$ cat src/pkg/hpsp_pkg.sv
`default_nettype none
package hpsp_pkg;
	// register offsets within a page
	localparam logic [7:0] OFF_PAGE_SEL   = 8'h00;
	localparam logic [7:0] OFF_ERR_RESP   = 8'h1e;
	localparam logic [7:0] OFF_HP_DRV     = 8'h1f;
	localparam logic [7:0] OFF_SPK_AMP    = 8'h20;
	localparam logic [7:0] PAGE_DRIVERS   = 8'h01;
	localparam logic [7:0] RST_PAGE_SEL   = 8'h00;
	localparam logic [7:0] RST_ERR_RESP   = 8'h00;
	localparam logic [7:0] RST_HP_DRV     = 8'h04;
	localparam logic [7:0] RST_SPK_AMP    = 8'h06;
	localparam logic [7:0] RST_RDATA      = 8'h00;
	// field positions
	localparam int HP_LEFT_PU_BIT  = 7;
	localparam int HP_RIGHT_PU_BIT = 6;
	localparam int HP_CM_LSB       = 3;
	localparam int HP_PROT_MODE_BIT = 1;
	localparam int HP_SHORT_BIT    = 0;
	localparam int ERR_HP_KEEP_BIT = 1;
	localparam int ERR_SPK_KEEP_BIT = 0;
	localparam int SPK_PU_BIT      = 7;
	localparam int SPK_SHORT_BIT   = 0;
	localparam int SYNC_STAGES     = 2;
endpackage : hpsp_pkg
`default_nettype wire

$ cat src/hpsp_sync.sv
`default_nettype none
// two-flop level synchroniser; first stage read only by the second
module hpsp_sync (
	input  wire logic mclk,
	input  wire logic rst,
	input  wire logic async_in,
	output logic      sync_out
);
	logic meta_reg;
	logic sync_reg;

	// stages kept separate so no logic taps the metastable flop
	always_ff @(posedge mclk or posedge rst) begin
		if (rst) begin
			meta_reg <= 1'b0;
			sync_reg <= 1'b0;
		end else begin
			meta_reg <= async_in;
			sync_reg <= meta_reg;
		end
	end
	assign sync_out = sync_reg;
endmodule : hpsp_sync
`default_nettype wire

$ cat src/hpsp_regs.sv
`default_nettype none
module hpsp_regs (
	input  wire logic       mclk,
	input  wire logic       rst,
	input  wire logic       wr_en,
	input  wire logic       rd_en,
	input  wire logic [7:0] addr,
	input  wire logic [7:0] wdata,
	output logic      [7:0] rdata,
	input  wire logic       hp_short_in,
	input  wire logic       spk_short_in,
	output logic            left_headphone_driver_pu,
	output logic            right_headphone_driver_pu,
	output logic      [1:0] hp_common_mode,
	output logic            hp_protect_powerdown,
	output logic            spk_driver_pu,
	output logic      [7:0] page_sel
);
	logic [7:0] page_reg;
	logic [7:0] err_reg;
	logic [7:0] hp_reg;
	logic [7:0] hp_next;
	logic [7:0] spk_reg;
	logic [7:0] spk_next;
	logic [7:0] rdata_reg;
	logic [7:0] rdata_next;
	logic       hp_short_s;
	logic       spk_short_s;
	logic [1:0] short_raw;
	logic [1:0] short_sync;

	// pads come from analog comparators, so cross into mclk first;
	// slot 0 is the headphone comparator, slot 1 the speaker one
	assign short_raw = {spk_short_in, hp_short_in};
	for (genvar ch = 0; ch < 2; ch++) begin : g_short_sync
		hpsp_sync u_sync (
			.mclk     (mclk),
			.rst      (rst),
			.async_in (short_raw[ch]),
			.sync_out (short_sync[ch])
		);
	end
	assign hp_short_s  = short_sync[0];
	assign spk_short_s = short_sync[1];

	// address decode; page register visible on every page
	wire sel_page = (addr == hpsp_pkg::OFF_PAGE_SEL);
	wire on_p1    = (page_reg == hpsp_pkg::PAGE_DRIVERS);
	wire sel_err  = on_p1 && (addr == hpsp_pkg::OFF_ERR_RESP);
	wire sel_hp   = on_p1 && (addr == hpsp_pkg::OFF_HP_DRV);
	wire sel_spk  = on_p1 && (addr == hpsp_pkg::OFF_SPK_AMP);

	// load paths for the plain storage registers
	wire [7:0] page_next = (wr_en && sel_page) ? wdata : page_reg;
	wire [7:0] err_next  = (wr_en && sel_err) ? wdata : err_reg;

	// auto-clear conditions
	wire hp_keep   = err_reg[hpsp_pkg::ERR_HP_KEEP_BIT];
	wire hp_pdmode = hp_reg[hpsp_pkg::HP_PROT_MODE_BIT];
	wire hp_clear  = hp_short_s && !hp_keep && hp_pdmode;
	wire spk_clear = spk_short_s && !err_reg[hpsp_pkg::ERR_SPK_KEEP_BIT];

	// software write first, clear applied last so it wins
	always_comb begin
		hp_next = hp_reg;
		if (wr_en && sel_hp) begin
			hp_next = wdata;
		end
		hp_next[hpsp_pkg::HP_SHORT_BIT] = hp_short_s;
		if (hp_clear) begin
			hp_next[hpsp_pkg::HP_LEFT_PU_BIT]  = 1'b0;
			hp_next[hpsp_pkg::HP_RIGHT_PU_BIT] = 1'b0;
		end
	end

	// speaker path ignores the mode bit; only the keep bit gates the clear
	always_comb begin
		spk_next = spk_reg;
		if (wr_en && sel_spk) begin
			spk_next = wdata;
		end
		spk_next[hpsp_pkg::SPK_SHORT_BIT] = spk_short_s;
		if (spk_clear) begin
			spk_next[hpsp_pkg::SPK_PU_BIT] = 1'b0;
		end
	end

	// read mux; unmapped locations read zero
	always_comb begin
		rdata_next = rdata_reg;
		if (rd_en) begin
			rdata_next = sel_page ? page_reg :
				sel_err ? err_reg :
				sel_hp ? hp_reg :
				sel_spk ? spk_reg : 8'h00;
		end
	end

	// register state; reserved writes land nowhere
	always_ff @(posedge mclk or posedge rst) begin
		if (rst) begin
			page_reg  <= hpsp_pkg::RST_PAGE_SEL;
			err_reg   <= hpsp_pkg::RST_ERR_RESP;
			hp_reg    <= hpsp_pkg::RST_HP_DRV;
			spk_reg   <= hpsp_pkg::RST_SPK_AMP;
			rdata_reg <= hpsp_pkg::RST_RDATA;
		end else begin
			page_reg  <= page_next;
			err_reg   <= err_next;
			hp_reg    <= hp_next;
			spk_reg   <= spk_next;
			rdata_reg <= rdata_next;
		end
	end

	assign rdata                     = rdata_reg;
	assign page_sel                  = page_reg;
	assign left_headphone_driver_pu  = hp_reg[hpsp_pkg::HP_LEFT_PU_BIT];
	assign right_headphone_driver_pu = hp_reg[hpsp_pkg::HP_RIGHT_PU_BIT];
	assign hp_common_mode            = hp_reg[hpsp_pkg::HP_CM_LSB +: 2];
	assign hp_protect_powerdown      = hp_reg[hpsp_pkg::HP_PROT_MODE_BIT];
	assign spk_driver_pu             = spk_reg[hpsp_pkg::SPK_PU_BIT];

	// assertions
	property p_page_reset;
		@(posedge mclk) $rose(rst) |-> ##1 (page_reg == 8'h00);
	endproperty
	a_page_reset: assert property (p_page_reset) else $error("page not reset");

	property p_page_write;
		@(posedge mclk) disable iff (rst) (wr_en && sel_page) |=> (page_reg == $past(wdata));
	endproperty
	a_page_write: assert property (p_page_write) else $error("page write lost");

	property p_hp_clear;
		@(posedge mclk) disable iff (rst) hp_clear |=> (!hp_reg[7] && !hp_reg[6]);
	endproperty
	a_hp_clear: assert property (p_hp_clear) else $error("hp power-up not cleared");

	property p_hp_keep;
		@(posedge mclk) disable iff (rst)
			(hp_keep && !(wr_en && sel_hp)) |=> (hp_reg[7:6] == $past(hp_reg[7:6]));
	endproperty
	a_hp_keep: assert property (p_hp_keep) else $error("hp power-up changed");

	property p_spk_clear;
		@(posedge mclk) disable iff (rst) spk_clear |=> !spk_reg[7];
	endproperty
	a_spk_clear: assert property (p_spk_clear) else $error("speaker not cleared");

	property p_hp_status;
		@(posedge mclk) disable iff (rst) ##1 hp_reg[0] == $past(hp_short_s);
	endproperty
	a_hp_status: assert property (p_hp_status) else $error("hp status wrong");

	property p_short_sync;
		@(posedge mclk) disable iff (rst) $rose(hp_short_s) |-> $past(hp_short_in, 2);
	endproperty
	a_short_sync: assert property (p_short_sync) else $error("sync depth wrong");

	property p_cm_write;
		@(posedge mclk) disable iff (rst)
			(wr_en && sel_hp) |=> (hp_common_mode == $past(wdata[4:3]));
	endproperty
	a_cm_write: assert property (p_cm_write) else $error("common mode lost");

	// reset, read path, load and protection checks
	property p_reset_values;
		@(posedge mclk) rst |->
			(hp_reg == hpsp_pkg::RST_HP_DRV) && (spk_reg == hpsp_pkg::RST_SPK_AMP);
	endproperty
	a_reset_values: assert property (p_reset_values) else $error("reset value wrong");

	property p_err_write;
		@(posedge mclk) disable iff (rst) (wr_en && sel_err) |=> (err_reg == $past(wdata));
	endproperty
	a_err_write: assert property (p_err_write) else $error("error control write lost");

	property p_spk_keep;
		@(posedge mclk) disable iff (rst)
			(err_reg[0] && !(wr_en && sel_spk)) |=> $stable(spk_driver_pu);
	endproperty
	a_spk_keep: assert property (p_spk_keep) else $error("speaker power-up changed");

	property p_hp_limit;
		@(posedge mclk) disable iff (rst)
			(hp_short_s && !hp_pdmode && !(wr_en && sel_hp)) |=> $stable(hp_reg[7:6]);
	endproperty
	a_hp_limit: assert property (p_hp_limit) else $error("current-limit mode cleared drivers");

	property p_pu_write;
		@(posedge mclk) disable iff (rst)
			(wr_en && sel_hp && !hp_clear) |=> (hp_reg[7:6] == $past(wdata[7:6]));
	endproperty
	a_pu_write: assert property (p_pu_write) else $error("power-up write lost");

	property p_clear_wins;
		@(posedge mclk) disable iff (rst)
			(wr_en && sel_hp && hp_clear) |=> (hp_reg[7:6] == 2'b00);
	endproperty
	a_clear_wins: assert property (p_clear_wins) else $error("write beat auto clear");

	property p_rd_page;
		@(posedge mclk) disable iff (rst) (rd_en && sel_page) |=> (rdata == $past(page_reg));
	endproperty
	a_rd_page: assert property (p_rd_page) else $error("page readback wrong");

	property p_rd_unmapped;
		@(posedge mclk) disable iff (rst)
			(rd_en && !(sel_page || sel_err || sel_hp || sel_spk)) |=> (rdata == 8'h00);
	endproperty
	a_rd_unmapped: assert property (p_rd_unmapped) else $error("unmapped read not zero");

	property p_rd_hp;
		@(posedge mclk) disable iff (rst) (rd_en && sel_hp) |=> (rdata == $past(hp_reg));
	endproperty
	a_rd_hp: assert property (p_rd_hp) else $error("headphone readback wrong");
endmodule : hpsp_regs
`default_nettype wire

$ cat config.mk
export PLATFORM = sky130hd
export DESIGN_NAME = hpsp_regs
export DESIGN_NICKNAME = d
export VERILOG_FILES = /design/src/pkg/hpsp_pkg.sv /design/src/hpsp_sync.sv /design/src/hpsp_regs.sv
export SDC_FILE = /design/constraint.sdc
export NUM_CORES = 1
export LEC_CHECK = 0
export BUFFER_PORTS_ARGS = -buffer_cell sky130_fd_sc_hd__buf_2
export CORE_UTILIZATION = 35
export CTS_BUF_LIST = sky130_fd_sc_hd__clkbuf_4 sky130_fd_sc_hd__clkbuf_8
export CTS_CLUSTER_SIZE = 16
export DETAILED_ROUTE_END_ITERATION = 10
export HOLD_SLACK_MARGIN = 0.03
export PLACE_DENSITY_LB_ADDON = 0.25
export SKIP_CTS_REPAIR_TIMING = 1
export SLEW_MARGIN = 20
export SYNTH_ARGS = -nofsm -noshare
export SYNTH_HDL_FRONTEND = slang
export SYNTH_SLANG_ARGS = --single-unit
$ cat constraint.sdc
create_clock -name mclk -period 5.2 [get_ports mclk]
set_input_delay 0.52 -clock mclk [delete_from_list [all_inputs] [get_ports mclk]]
set_output_delay 0.52 -clock mclk [all_outputs]
set_load 0.03 [all_outputs]
# After elaboration in Yosys (flattened, before gate mapping)
# Index checks and enable logic that the tools add are counted.
[word_totals] regBits=44 latch_bits=0 ram_bits=0 rom_bits=0 mem_count=0
[classes] add_sub_neg=0 mul=0 div_mod_pow=0 order_cmp=0 n_eq_ne=4 shift=0 muxes=8 n_bitwise=0 n_reduce_logical=15
[ops] cell="$mux W8" n=6
[ops] cell="$eq A8 B5 Y1 const B" n=2
[ops] cell="$logic_and A1 B1 Y1" n=10
[ops] cell="$eq A8 B1 Y1 const B" n=1
[ops] cell="$eq A8 B6 Y1 const B" n=1
[ops] cell="$logic_not A8 Y1" n=1
[ops] cell="$reduce_bool A2 Y1" n=2
[ops] cell="$logic_not A1 Y1" n=2
[ops] cell="$mux W2" n=1
[ops] cell="$mux W1" n=1

# Depth between registers and ports, before layout
[logic_depth] word_depth=6 mapped_depth=5

# Hierarchy
# From an unflattened synthesis, not the netlist that was laid out.
[hier_totals] cells_unflattened=160 area_unflattened_um2=2033.2
[by_module_without_submodules] module="hpsp_regs" n_inst=1 cells_per_inst=154 area_per_inst_um2=1925.6 seq_area_each_um2=1004.7
[by_module_without_submodules] module="hpsp_sync" n_inst=2 cells_per_inst=3 area_per_inst_um2=53.8 seq_area_each_um2=50.0

# Worst setup path before layout
# Ideal clock, no wire load.
[synth_timing] path_type="reg-to-reg" from="reg page_reg[4] (netlist: page_sel[4])" to="reg err_reg[0]" arrival_ns=2.191 required_ns=5.075 slack_ns=2.884 stages_incl_launch_ff=5 period_less_slack_ns=2.316 path_cell_list="dfrtp_1 or4_1 or3_4 nor3b_4 mux2_2"
[synth_via] elab_chain_len=3
[synth_lines] item="from (decl)" line_no="hpsp_regs.sv:19" source="logic [7:0] page_reg;"
[synth_lines] item="from (signal assigned)" line_no="hpsp_regs.sv:102" source="page_reg <= hpsp_pkg::RST_PAGE_SEL;"
[synth_lines] item="from (signal assigned)" line_no="hpsp_regs.sv:108" source="page_reg <= page_next;"
[synth_lines] item="$eq A8 B1 Y1" line_no="hpsp_regs.sv:48" source="wire on_p1 = (page_reg == hpsp_pkg::PAGE_DRIVERS);"
[synth_lines] item="$logic_and A1 B1 Y1" line_no="hpsp_regs.sv:49" source="wire sel_err = on_p1 && (addr == hpsp_pkg::OFF_ERR_RESP);"
[synth_lines] item="$logic_and A1 B1 Y1" line_no="hpsp_regs.sv:55" source="wire [7:0] err_next = (wr_en && sel_err) ? wdata : err_reg;"
[synth_lines] item="to (signal assigned)" line_no="hpsp_regs.sv:103" source="err_reg <= hpsp_pkg::RST_ERR_RESP;"
[synth_lines] item="to (signal assigned)" line_no="hpsp_regs.sv:109" source="err_reg <= err_next;"
[synth_lines] item="to (decl)" line_no="hpsp_regs.sv:20" source="logic [7:0] err_reg;"
# No other way between the ends.
# A chain may end at the register's enable or synchronous reset.

# Final worst setup path
[layout_timing] from="reg page_reg[5] (netlist: page_sel[5])" to="reg err_reg[2]"
# Same word-level chain as after synthesis.

==> flow_summary.toml <==
[sta]
slew_headroom_pct = 63.1
finClkSkew_ns = 0.00759
tns_ns = 0
whs_ns = 0.326
setup_violations = 0
timing.final.crit_share_pct = 47.3
report.final.slew_viol_count = 0
rsz0062_at_grt = "false"
finalCriticalPeriod_ns = 2.46
fmax_mhz = 406
hold_viol = 0
tightest_slew_ns = 0.554

[floorplanning]
die_h_um = 77.1
design.core.area_um2 = 5270
dieWidth_um = 77.1
start_util_pct = 37.4
dieArea_um2 = 5940
pin_count = 44
row_count = 26

[worst_setup_path]
worstPathRequired_ns = 5.38
r2r_end = "err_reg[2]"
crit_slowest_cell = "or4_1"
r2r_slack_ns = 2.74
cp-endpoint = "err_reg[2]"
crit_path_cell_trace = "or4_1 > or3_4 > nor3b_4 > mux2_2"
crit_path_end_kind = "flop"
path_buf_inv = 0
cp.depth = 4
worstPathMaxFanout = 8
rr_startpoint = "page_sel[5]"
crit_type = "reg -> reg"
critPathLaunch = "page_sel[5]"
critPathTopFamily = "simple AND/OR/NAND/NOR gates"
start_kind = "flop"
slowest_delay_ns = 0.60
r2r_cells = 4
critical_path_arrival_ns = 2.64

[global_route]
grt_max_degree = 45
antenna_found_initial = 0
overflow = 0
grt_pass1_vias = 1454
grt_pass1_wl_um = 7530
track_usage_pct = 16.7

[routing]
vias = 1365
dr_wl_met2_um = 2040
highest_layer = "met4"
wl_um = 4490
wl_met1_um = 2150
drtPass1Iterations = 4
route.antenna.remaining_nets = 0
vias_per_cell = 5.07
drc = 0
wl_per_cell_um = 16.7
wl_met3_um = 211
drt-initial-drc-count = 61

[synth]
synthMuxAreaShare_pct = 20.0
synth-seq-cells = 44
yosysUniqueCellTypes = 35
synthesis.area_um2 = 1970
synth_top_family_by_area = "multiplexers"
synth_compound_area_share_pct = 9.01
synthesis.instances = 153
synth_fa_ha_area_share_pct = 0
yosysWarnings = 0
synth.avg_cell_area_um2 = 12.9
synth_xor_area_share_pct = 0
synth_nets = 175
ys_seq_area_share_pct = 56.0
synth-simple-area-share_pct = 12.8

[finish]
final_cell_mix = "43 x buf_2, 41 x dfrtp_1, 35 x mux2_2"
fin_nets = 220
layout_commonest_cell = "buf_2"
diodes = 0
fin_util_pct = 44.5
drive_gt1_share_pct = 50.3
area_delta_synth_final_pct = 19.0
fin_area_um2 = 2350

[clocking]
clock_latency_ns = 0.29
htreeDepth = 2
numClockSinks = 44
clkTransAtPathRegs_ns = 0.09
cts_tree = "built"
clock-root-buffer = "clkbuf_8"
numCtsBuffers = 5
clk_path_buf_depth = 2

[placed_design]
post-dp-hpwl_um = 3180
numPortBuffers = 43
place_congestion = 0.800
place_area_um2 = 2260

[run_status]
status = "complete, no violations"

[min_path]
hold_path.class = "in -> reg"

[pwr]
ir_drop_mv = 0.0997
total_power_mw = 0.642
p_leak_nw = 1.18
p_per_area_nw_per_um2 = 274

[run]
maxCapViolCount = 0
[layout make-up]
| class | instances | area, um2 |
|---|---|---|
| Clock buffer | 6 | 76.3 |
| Clock inverter | 2 | 12.5 |
| Fill cell | 529 | 2920 |
| Inverter | 1 | 3.75 |
| Multi-Input combinational cell | 100 | 825 |
| Sequential cell | 44 | 1100 |
| Tap cell | 70 | 87.6 |
| Timing Repair Buffer | 46 | 238 |
[how the worst min path moves through the flow]
| stage | cells past startpoint | slack (ns) | to | from |
|---|---|---|---|---|
| 5_1_grt | 1 | 0.30 | g_short_sync[1].u_sync.meta_reg | spk_short_in |
| 4_1_cts | 1 | 0.32 | g_short_sync[0].u_sync.meta_reg | hp_short_in |
| 6_report | 1 | 0.33 | g_short_sync[0].u_sync.meta_reg | hp_short_in |
| 2_1_floorplan | 0 | 0.33 | g_short_sync[0].u_sync.sync_out | g_short_sync[0].u_sync.meta_reg |
| 3_5_place_dp | 0 | 0.33 | g_short_sync[1].u_sync.sync_out | g_short_sync[1].u_sync.meta_reg |
| 3_3_place_gp | 0 | 0.33 | g_short_sync[1].u_sync.sync_out | g_short_sync[1].u_sync.meta_reg |
[synth_stat cells (all sizes together)]
cell type	n	area, um2
dfrtp	41	1030
mux2	35	394
nor2	15	56.3
a211oi	7	52.6
a221oi	7	61.3
buf	5	27.5
a21oi	3	15.0
clkbuf	3	11.3
dfstp	3	78.8
nand2	3	11.3
nand4	3	18.8
or4	3	26.3
and3	2	12.5
nand3	2	10.0
nor2b	2	12.5
nor4	2	12.5
o21ai	2	10.0
or4b	2	23.8
a21bo	1	10.0
a22oi	1	7.51
a31oi	1	6.26
and4bb	1	12.5
inv	1	3.75
nand2b	1	6.26
nor3	1	5.00
nor3b	1	18.8
nor4b	1	8.76
o22ai	1	6.26
o41ai	1	8.76
or2	1	6.26
or3	1	11.3
[kinds of logic after synthesis]
group,count (synthesis)
AND/OR/NAND/NOR,41
AO/OA/AOI/OAI,24
flip-flops,44
multiplexers,35
buffers and inverters,9
[stage by stage]
stage,worst slack [ns],cells
floorplan,2.88,153
global placement,2.78,261
detailed placement,2.77,261
CTS,2.73,269
global route,2.66,269
finish,2.74,269
[power by group]
group	internal [mW]	total, mW	switching [mW]
clock	0.0992	0.217	0.117
sequential	0.352	0.358	0.00659
combinational	0.0231	0.0671	0.0440
total	0.474	0.642	0.168
[layer usage]
metal | GRT usage (%) | vias up
li1 | - | 665
met1 | 22.5 | 656
met2 | 25.6 | 38
met3 | 3.81 | 6
met4 | 7.36 | 0
met5 | 0 | -
Power figures use the tool's default switching activity.
